[config.mk]
export PLATFORM = sky130hd
export DESIGN_NAME = pfb_host
export DESIGN_NICKNAME = d
export VERILOG_FILES = /design/src/pfb_pkg.sv /design/src/pfb_host.sv
export VERILOG_INCLUDE_DIRS = /design/src /design/src/src
export SDC_FILE = /design/constraint.sdc
export NUM_CORES = 1
export LEC_CHECK = 0
export ABC_CLOCK_PERIOD_IN_PS = 3300
export CORE_AREA = 2 2 155 157
export CTS_CLUSTER_DIAMETER = 80
export CTS_CLUSTER_SIZE = 8
export DETAILED_ROUTE_END_ITERATION = 8
export DIE_AREA = 0 0 157 159
export DONT_BUFFER_PORTS = 1
export PLACE_DENSITY = 0.44
export RECOVER_POWER = 50
export SLEW_MARGIN = 20
export SYNTH_ARGS = -nofsm -noshare
export SYNTH_HDL_FRONTEND = slang
export SYNTH_SLANG_ARGS = --single-unit
export TNS_END_PERCENT = 30
[constraint.sdc]
create_clock -name sys_clk_in -period 3.3 [get_ports sys_clk_in]
set_clock_uncertainty 0.2 [all_clocks]
set_input_delay 0 -clock sys_clk_in [delete_from_list [all_inputs] [get_ports sys_clk_in]]
set_output_delay 0 -clock sys_clk_in [all_outputs]
set_load 0.005 [all_outputs]
[src/pfb_defs.svh]
// Constants for the parallel flash bus controller
`ifndef PFB_DEFS_SVH
`define PFB_DEFS_SVH
`define PFB_REG_CTRL     4'h0
`define PFB_REG_ADDR     4'h1
`define PFB_REG_WDATA    4'h2
`define PFB_REG_RDATA    4'h3
`define PFB_REG_STATUS   4'h4
`define PFB_REG_ID       4'h5
`define PFB_CMD_WRITE    0
`define PFB_CMD_READ     1
`define PFB_CMD_HVID     2
`define PFB_CTL_WORD     3
`define PFB_CTL_CLEAR    4
`define PFB_CTL_UNPROT   5
`define PFB_SETUP_CYC    3'h2
`define PFB_STROBE_CYC   3'h4
`define PFB_HOLD_CYC     3'h2
`define PFB_RESET_CMD    16'h00f0
`define PFB_ADDR_A8      8
`define PFB_ADDR_A6      6
`define PFB_ADDR_A1      1
`define PFB_ADDR_A0      0
`define PFB_ID_DEFAULT   16'h00a5
`endif

[src/pfb_pkg.sv]
// Types for the parallel flash bus controller
package pfb_pkg;
    typedef enum logic [3:0] {
        PFB_IDLE   = 4'b0001,
        PFB_SETUP  = 4'b0010,
        PFB_STROBE = 4'b0100,
        PFB_HOLD   = 4'b1000
    } pfb_state_t;
endpackage : pfb_pkg

[src/pfb_host.sv]
// Host controller driving a parallel NOR flash through its bus pins
// Function
// - Host issues reset command after timeout bit high or leaving identification; this controller never sends PFB_RESET_CMD itself, software must write it.
// - High-voltage ident: host sets elevated sense and address bits 8,6,1,0; this controller raises only elevated sense, software sets the bits.
// - Ident also reachable by command sequence without elevated voltage.
// - Host writes with chip select and write strobe low, output drive high.
// - Host drives low byte in byte mode, all sixteen lines in word mode.
// - Completion shows on ready/busy pin and polling and toggle bits.
// - Protect all other sectors before unprotecting one, via elevated clear pin; this controller only raises the pin, software must protect first.
//
// Implementation choices: the placing of the registers and strobed register access.
`include "pfb_defs.svh"
`timescale 1ns/1ps
`default_nettype none
module pfb_host (
    // Clock and reset
    input  wire logic        sys_clk_in,
    input  wire logic        rst_in,
    // Register port
    input  wire logic [3:0]  reg_addr_in,
    input  wire logic [31:0] reg_wdata_in,
    input  wire logic        reg_wr_in,
    input  wire logic        reg_rd_in,
    output logic      [31:0] reg_rdata_out,
    // Flash control pins
    output logic             flash_ce_n_out,
    output logic             flash_oe_n_out,
    output logic             flash_we_n_out,
    output logic             flash_clear_n_out,
    output logic             flash_word_out,
    output logic             flash_clear_hv_out,
    output logic             high_voltage_sense_addr_out,
    output logic [18:0]      flash_addr_out,
    // Flash data pins
    input  wire logic [15:0] flash_dq_in,
    output logic      [15:0] flash_dq_out,
    output logic      [15:0] flash_dq_oe_n_out,
    // Flash status
    input  wire logic        ready_busy_in
);
    pfb_pkg::pfb_state_t state_q, state_d;
    logic [2:0]  cnt_q;
    logic [7:0]  ctrl_q;
    logic [19:0] addr_q;
    logic [15:0] wdata_q, rdata_q;
    logic        is_read_q, hv_q, busy_q, rdy_q;
    logic [31:0] rdata_q2;
    logic [15:0] id_q;

    wire         wr_ctrl   = reg_wr_in && (reg_addr_in == `PFB_REG_CTRL);
    wire         start_wr  = wr_ctrl && reg_wdata_in[`PFB_CMD_WRITE] && !busy_q;
    wire         start_rd  = wr_ctrl && reg_wdata_in[`PFB_CMD_READ] && !reg_wdata_in[`PFB_CMD_WRITE] && !busy_q;
    wire         word_mode = ctrl_q[`PFB_CTL_WORD];
    wire         cnt_done  = (cnt_q == 3'h0);
    wire         in_cycle  = (state_q != pfb_pkg::PFB_IDLE);
    wire         strobing  = (state_q == pfb_pkg::PFB_STROBE);
    // Byte mode puts the byte address bit on the top data line
    wire [15:0]  dq_drive  = word_mode ? wdata_q : {addr_q[0], 7'h00, wdata_q[7:0]};
    wire [15:0]  dq_oe_wr  = word_mode ? 16'h0000 : 16'h7f00;
    wire [15:0]  dq_oe_rd  = word_mode ? 16'hffff : 16'h7fff;
    wire [15:0]  rd_mask   = word_mode ? 16'hffff : 16'h00ff;

    always_comb begin
        state_d = state_q;
        case (state_q)
            pfb_pkg::PFB_IDLE:   if (start_wr || start_rd) state_d = pfb_pkg::PFB_SETUP;
            pfb_pkg::PFB_SETUP:  if (cnt_done) state_d = pfb_pkg::PFB_STROBE;
            pfb_pkg::PFB_STROBE: if (cnt_done) state_d = pfb_pkg::PFB_HOLD;
            pfb_pkg::PFB_HOLD:   if (cnt_done) state_d = pfb_pkg::PFB_IDLE;
            default:             state_d = pfb_pkg::PFB_IDLE;
        endcase
    end

    always_ff @(posedge sys_clk_in or posedge rst_in) begin
        if (rst_in) begin
            state_q <= pfb_pkg::PFB_IDLE;
            cnt_q   <= 3'h0;
        end else begin
            state_q <= state_d;
            if (state_q != state_d) begin
                cnt_q <= (state_d == pfb_pkg::PFB_SETUP)  ? `PFB_SETUP_CYC :
                         (state_d == pfb_pkg::PFB_STROBE) ? `PFB_STROBE_CYC : `PFB_HOLD_CYC;
            end else if (!cnt_done) begin
                cnt_q <= cnt_q - 3'h1;
            end
        end
    end

    always_ff @(posedge sys_clk_in or posedge rst_in) begin
        if (rst_in) begin
            ctrl_q    <= 8'h00;
            addr_q    <= 20'h00000;
            wdata_q   <= 16'h0000;
            is_read_q <= 1'b0;
            hv_q      <= 1'b0;
            id_q      <= `PFB_ID_DEFAULT;
        end else begin
            // Whole control word refused while busy so mode pins cannot shift mid-cycle
            if (wr_ctrl && !busy_q) ctrl_q <= reg_wdata_in[7:0];
            if (reg_wr_in && reg_addr_in == `PFB_REG_ADDR && !busy_q) addr_q <= reg_wdata_in[19:0];
            if (reg_wr_in && reg_addr_in == `PFB_REG_WDATA && !busy_q) wdata_q <= reg_wdata_in[15:0];
            if (reg_wr_in && reg_addr_in == `PFB_REG_ID) id_q <= reg_wdata_in[15:0];
            if (start_wr || start_rd) begin
                is_read_q <= start_rd;
                hv_q      <= start_rd && reg_wdata_in[`PFB_CMD_HVID];
            end
        end
    end

    always_ff @(posedge sys_clk_in or posedge rst_in) begin
        if (rst_in) begin
            rdata_q <= 16'h0000;
            busy_q  <= 1'b0;
            rdy_q   <= 1'b0;
        end else begin
            busy_q <= (state_d != pfb_pkg::PFB_IDLE);
            rdy_q  <= ready_busy_in;
            // Sample at the end of the strobe so output access time has passed
            if (strobing && cnt_done && is_read_q) rdata_q <= flash_dq_in & rd_mask;
        end
    end

    // Busy refuses new cycles so a software slip cannot corrupt one in flight
    wire [31:0] status_w = {16'h0000, rdata_q[7], rdata_q[6], rdata_q[5], 10'h000, 1'b0, rdy_q, busy_q};

    wire [31:0] rd_mux =
        (reg_addr_in == `PFB_REG_CTRL)   ? {24'h000000, ctrl_q} :
        (reg_addr_in == `PFB_REG_ADDR)   ? {12'h000, addr_q} :
        (reg_addr_in == `PFB_REG_WDATA)  ? {16'h0000, wdata_q} :
        (reg_addr_in == `PFB_REG_RDATA)  ? {16'h0000, rdata_q} :
        (reg_addr_in == `PFB_REG_STATUS) ? status_w :
        (reg_addr_in == `PFB_REG_ID)     ? {16'h0000, id_q} : 32'h00000000;

    always_ff @(posedge sys_clk_in or posedge rst_in) begin
        if (rst_in) rdata_q2 <= 32'h00000000;
        else if (reg_rd_in) rdata_q2 <= rd_mux;
        else rdata_q2 <= 32'h00000000;
    end
    assign reg_rdata_out = rdata_q2;

    // Flash pins
    assign flash_ce_n_out     = !in_cycle;
    assign flash_oe_n_out     = !(in_cycle && is_read_q);
    assign flash_we_n_out     = !(strobing && !is_read_q);
    assign flash_clear_n_out  = !ctrl_q[`PFB_CTL_CLEAR];
    assign flash_clear_hv_out = ctrl_q[`PFB_CTL_UNPROT];
    assign flash_word_out     = word_mode;
    assign high_voltage_sense_addr_out = hv_q && in_cycle;
    assign flash_addr_out     = word_mode ? addr_q[18:0] : addr_q[19:1];
    assign flash_dq_out       = dq_drive;
    assign flash_dq_oe_n_out  = (in_cycle && !is_read_q) ? dq_oe_wr : dq_oe_rd;

    property p_we_cycle;
        @(posedge sys_clk_in) disable iff (rst_in)
        !flash_we_n_out |-> !flash_ce_n_out && flash_oe_n_out;
    endproperty
    a_we_cycle: assert property (p_we_cycle) else $error("write strobe without select or with output drive");

    property p_we_width;
        @(posedge sys_clk_in) disable iff (rst_in)
        $fell(flash_we_n_out) |-> !flash_we_n_out [*5] ##1 flash_we_n_out;
    endproperty
    a_we_width: assert property (p_we_width) else $error("write strobe width wrong");

    property p_data_stable;
        @(posedge sys_clk_in) disable iff (rst_in)
        !flash_we_n_out |-> $stable(flash_dq_out) && $stable(flash_addr_out);
    endproperty
    a_data_stable: assert property (p_data_stable) else $error("bus moved during write strobe");

    property p_byte_lanes;
        @(posedge sys_clk_in) disable iff (rst_in)
        !flash_word_out |-> flash_dq_oe_n_out[14:8] == 7'h7f;
    endproperty
    a_byte_lanes: assert property (p_byte_lanes) else $error("middle lanes driven in byte mode");

    property p_rd_contention;
        @(posedge sys_clk_in) disable iff (rst_in)
        !flash_oe_n_out |-> flash_dq_oe_n_out[7:0] == 8'hff;
    endproperty
    a_rd_contention: assert property (p_rd_contention) else $error("host drives while flash outputs");

    property p_hv_read;
        @(posedge sys_clk_in) disable iff (rst_in)
        high_voltage_sense_addr_out |-> flash_we_n_out && !flash_ce_n_out;
    endproperty
    a_hv_read: assert property (p_hv_read) else $error("elevated sense during write");

    property p_cycle_len;
        @(posedge sys_clk_in) disable iff (rst_in)
        $fell(flash_ce_n_out) |-> !flash_ce_n_out [*8] ##1 !flash_ce_n_out [*3] ##1 flash_ce_n_out;
    endproperty
    a_cycle_len: assert property (p_cycle_len) else $error("bus cycle length wrong");

    property p_rd_slot;
        @(posedge sys_clk_in) disable iff (rst_in)
        $past(reg_rd_in) == 1'b0 |-> reg_rdata_out == 32'h00000000;
    endproperty
    a_rd_slot: assert property (p_rd_slot) else $error("read data outside its cycle");

    // Mode pins must not move under a cycle in flight
    property p_mode_hold;
        @(posedge sys_clk_in) disable iff (rst_in)
        busy_q && $past(busy_q) |-> $stable(flash_word_out) && $stable(flash_clear_n_out);
    endproperty
    a_mode_hold: assert property (p_mode_hold) else $error("mode pins moved during a cycle");
endmodule : pfb_host
`default_nettype wire

# --- Yosys cells after proc, flatten, opt, wreduce, memory -nomap -nowiden ---
# Index checks and enable logic that the tools add are counted.
op_classes:
  bitwise_logic: 1
  eq_ne: 15
  add_sub_neg: 1
  reduce_logical: 29
  n_mux: 22
op_table:
  columns: ["cell", "n"]
  rows:
  - ["16-bit two-way mux", 8]
  - ["20-bit two-way mux", 3]
  - ["1-bit logical AND", 19]
  - ["19-bit two-way mux", 1]
  - ["16-bit bitwise AND", 1]
  - ["4-bit by 2-bit == test with 1-bit output (second input constant)", 4]
  - ["4-bit by 3-bit == test with 1-bit output (second input constant)", 4]
  - ["4-bit two-way mux", 4]
  - ["4-bit case mux with 4 select lines", 1]
  - ["15-bit two-way mux", 1]
  - ["3-bit two-way mux", 4]
  - ["4-bit by 1-bit == test with 1-bit output (second input constant)", 2]
  - ["4-bit by 1-bit inequality test with 1-bit output (second input constant)", 2]
  - ["1-bit zero test", 7]
  - ["4-bit == test (second input constant)", 1]
  - ["4-bit zero test", 1]
  - ["4-bit inequality test", 1]
  - ["3-bit zero test", 1]
  - ["3-bit by 1-bit subtractor with 3-bit output (second input constant)", 1]
  - ["2-bit by 1-bit inequality test with 1-bit output (second input constant)", 1]
  - ["1-bit logical OR", 1]
totals:
  reg_bits: 119
  in_bits: 57
  wordCells: 80

# --- Depth between registers and ports, before layout ---
depth:
  word_depth: 12
  mapped_depth: 8

# --- Worst setup path after synthesis ---
# No wires, ideal clock.
synth_path:
  path_type: "reg-to-reg"
  from: "register cnt_q[0]"
  to: "register rdata_q[0]"
  t_required_ns: 2.975
  arrival_ns: 1.759
  n_path_buf: 2
  path_slack_ns: 1.217
  synth_period_minus_slack_ns: 2.083
  setup_time_ns: 0.125
  stages_incl_launch_ff: 8
  path_cell_list: "dfrtp_1 > inv_1 > ha_1 > nor2b_1 > and4_1 > buf_2 > buf_4 > mux2_2"
synth_between:
  elab_chain_len: 3
synth_rtl:
  columns: ["item", "line", "text"]
  rows:
  - ["start: declaration", "pfb_host.sv:42", "logic [2:0] cnt_q;"]
  - ["start signal: assignment", "pfb_host.sv:81", "cnt_q <= (state_d == pfb_pkg::PFB_SETUP) ? `PFB_SETUP_CYC :"]
  - ["start signal: assignment", "pfb_host.sv:84", "cnt_q <= cnt_q - 3'h1;"]
  - ["3-bit zero test", "pfb_host.sv:54", "wire cnt_done = (cnt_q == 3'h0);"]
  - ["1-bit logical AND (2 in series)", "pfb_host.sv:119", "if (strobing && cnt_done && is_read_q) rdata_q <= flash_dq_in & rd_mask;"]
  - ["end signal: assignment", "pfb_host.sv:119", null]
  - ["end: declaration", "pfb_host.sv:45", "logic [15:0] wdata_q, rdata_q;"]
# Every way passes these cells.
# A chain may end at the register's enable or synchronous reset.

# --- Worst setup path after layout ---
layout_path:
  from: "input port reg_addr_in[2]"
  to: "register ctrl_q[6]"
layout_between:
  elab_chain_len: 3
layout_rtl:
  columns: ["item", "line", "text"]
  rows:
  - ["start: declaration", "pfb_host.sv:20", "input wire logic [3:0] reg_addr_in,"]
  - ["4-bit zero test (no line)", null, null]
  - ["1-bit logical AND", "pfb_host.sv:50", "wire wr_ctrl = reg_wr_in && (reg_addr_in == `PFB_REG_CTRL);"]
  - ["1-bit logical AND", "pfb_host.sv:99", "if (wr_ctrl && !busy_q) ctrl_q <= reg_wdata_in[7:0];"]
  - ["end signal: assignment", "pfb_host.sv:99", null]
  - ["end: declaration", "pfb_host.sv:43", "logic [7:0] ctrl_q;"]
# Every way passes these cells.

==> key figures <==
Outcome
  • Status: complete, but fails checks
  • Failing checks: max-capacitance violations, max-slew violations

Synth
  • Yosys top cell area share: around half
  • Synth area leaders: dfrtp_1 48%, mux2_2 19%, buf_4 5.0%
  • Top-count cell post-synth: dfrtp_1
  • Post-Syn Area: about 5300 sq um
  • Yosys top cell by area: dfrtp_1
  • Asr flop ratio synth: 100.0%
  • YS warnings: 0
  • Post-synth EDFFs: 0
  • Most common library cells after synthesis: 102 x dfrtp_1, 90 x mux2_2, 35 x buf_4
  • Synth Flop Type: dfrtp_1
  • Cell variety after synth: 50
  • Register bit count reported by yosys: 107
  • Mean area per synthesized cell: between 10 and 15 sq um
  • Syn Inst Count: 461
  • Sequential cell area fraction in the yosys report: 50.82%

Power
  • Switch Pwr: 1.010 mW
  • Total Power: roughly 3.5 mW
  • LEAKAGE: ~2.7 nW
  • VDD IR max: 0.2304 mV
  • Pint: approximately 2.5 mW
  • PwrDens: 551.6 nW/um^2
  • Switch share: between 20% and 30%
  • Seq pwr share: 49.5%
  • Clock power share: approximately a third
  • Comb pwr share: between 10% and 20%

CTS
  • CTS Sinks: roughly 110
  • Postcts setup bufs: 0
  • CTS tree: done
  • Worst-Skew Late Latency: 0.35 ns
  • CTS HTree Levels: 3
  • Root buf cell: clkbuf_16
  • Longest Clk Path Bufs: 2
  • Clock Pin Slew Worst Setup and Hold Paths: about 0.070 ns
  • Total CTS buffers: 9

Setup path
  • Critical Path Sink Type: flop
  • Delay-heaviest family, CP: buffers and inverters
  • CP max stage delay: around 0.74 ns
  • Startpoint Class: input port
  • CP dominant cell by count: dlygate4sd3_1
  • Worst EP required: 3.39 ns
  • FF-to-FF Start: busy_q
  • R2R cell count: 6
  • CP Max Fanout: 11
  • R2R setup slack: about 0.5 ns
  • Worst Path Class, Setup: in2reg
  • CP Buf/Inv Count: 3
  • CP max stage cell: dlygate4sd3_1
  • Reg2reg end: ctrl_q[6]
  • Critical path cell sequence: dlygate4sd3_1, nor4b_4, and2_1, nand2_1, dlygate4sd3_1, nand2_1, dlygate4sd3_1
  • WP data arrival: 2.96 ns

Floorplanning
  • Io pins: between 100 and 150
  • Area of the core: approximately 23000 sq um
  • DIE AREA: around 25000 sq um
  • Die span in x: about 160 um
  • Number of cell rows: 56
  • Initial Utilization: between 20% and 30%
  • Die Y: approximately 160 um

STA
  • Slew Limit Fails: between 100 and 150
  • Setup TNS: 0 ns
  • Crit path time final: around 2.9 ns
  • Fmax: about 350 MHz
  • Setup violators final: 0
  • Period utilisation layout: between 80 and 90%
  • RSZ-0062 raised after global routing: no
  • Worst slew margin: -11.71%
  • Final hold vios: 0
  • Worst slew pin tran: 1.676 ns
  • Final worst slack: about 0.43 ns

Cells and area
  • Finished Layout Cells: approximately 800
  • Area Growth Syn to Fin: 19.88%
  • Net count reported at finish: 553
  • Share of cells above drive strength 1: 24.05%
  • # diodes: 0

Worst hold path
  • WHS Endpoint: rdy_q
  • Hold/Removal Path Class: in2reg
  • Hold Crit Depth: 1
  • Min-delay src: ready_busy_in

Placement
  • Place WS: 0.7933 ns
  • Hpwl dp: about 11000 um
  • GPL Wtd Cong: roughly 0.73
  • Port buffer count: 0
  • Placed Instances: between 700 and 800

Detailed routing
  • Routed length per instance: 19.58 um
  • Drt first pass iters: 4
  • Post-Route WL: ~16000 um
  • Vias post-DR: roughly 3600
  • Iter 0 DRT Violations: 220
  • ANT nets after route: 0
  • DRC: 0
  • Routed vias/inst: between 4 and 5

Global routing
  • Largest net degree at the start of global routing: 77
  • First-pass GRT wire length: ~24000 um
  • Total GRT Usage: roughly an eighth
  • Vias in the first global route: 3775
  • Total global routing overflow: 0
  • Initial antenna violation count: 0

Job
  • Max-cap violations: 2
==> worst max path at each step <==
| stage | startpoint | to | depth (start not counted) |
|---|---|---|---|
| finish | reg_addr_in[2] | ctrl_q[6] | 7 |
| global route | reg_addr_in[2] | ctrl_q[5] | 7 |
| detailed placement | cnt_q[0] | rdata_q[1] | 6 |
| CTS | reg_addr_in[2] | addr_q[10] | 7 |
| global placement | cnt_q[0] | rdata_q[0] | 6 |
| floorplan | rst_in | addr_q[0] | 1 |
==> kinds of logic (layout without fill, tap and decap cells) <==
group           after synthesis  after routing  synth area share (%)
compound gates               72             72                 9.169
fa+ha+maj                     2              2                0.4737
buf+inv                      77            104                 8.386
flops                       107            107                 50.82
other cells                   1             12               0.07101
simple gates                106            106                 10.78
mux                          95             95                 20.14
xor+xnor                      1              1                0.1659
==> sequential cells by signal, summed over array words and instances, names as in the netlist <==
register	cells
busy_q	1
wdata_q	16
ctrl_q	8
state_q	4
is_read_q	1
cnt_q	3
rdata_q	16
addr_q	20
id_q	16
reg_rdata_out	20
hv_q	1
rdy_q	1
==> power groups by stage <==
stage,Combinational [mW],Sequential (mW),Clock (mW)
after floorplan,0.542,1.64,0
after global placement,0.539,1.75,0
after detailed placement,0.559,1.76,0
after CTS,0.668,1.73,1.15
after global routing,0.730,1.76,1.20
final,0.654,1.73,1.11
==> layout by cell type (no fill, tap or decap), types with 2 or more instances in the layout <==
cell and n:
dfrtp_1 102, mux2_2 90, dlygate4sd3_1 62, nand2_1 27
o21ai_0 25, nor2_1 19, inv_1 18, and2_1 15
conb_1 12, nand3_1 11, a22oi_1 9, clkbuf_16 9
a21oi_1 7, nor2b_1 6, nand2b_1 5, and3_1 5
nor3_1 5, o22ai_1 5, mux2i_1 5, dfstp_2 5
a222oi_1 4, buf_4 4, nand3b_1 3, a221oi_1 3
a2111oi_0 3, a21boi_0 3, a21o_1 3, o32a_1 3
clkinv_4 3, ha_1 2, clkbuf_1 2
==> stage by stage <==
stage | cell area, sq um | utilization [%] | hold slack (ns)
floorplan | 5323 | - | -0.1686
global placement | 5399 | 23.28 | -0.1683
detailed placement | 5399 | 23.28 | -0.1683
CTS | 6342 | 27.35 | 0.006801
global route | 6331 | 27.30 | 0.01953
finish | 6331 | 27.30 | 0.01797
==> final cells by class <==
type | instances | area, sq um
clock inverters | 7 | 77.57
clock buffers | 9 | 225.2
fillers | 2449 | 16860
multi-input cells | 288 | 2196
inverters | 19 | 71.32
flip-flops and latches | 107 | 2684
well taps | 319 | 399.1
repair buffers | 69 | 678.2
==> per-layer routing <==
layer  part of all wire, %  track usage (%)  vias up
met2                    48            21.31      104
met3                   6.1            3.457       10
met1                    45            17.34     1890
li1                      -                -     1643
met5                     0                0        -
met4                  0.83            2.752        0
==> what timing repair did <==
item / 4_1_cts / 5_1_grt
hold buffers: 63 / 0
gates resized for setup: 0 / 0
endpoints found under the hold margin: 171 / 0
No activity file was read; power rests on OpenSTA's default activity.
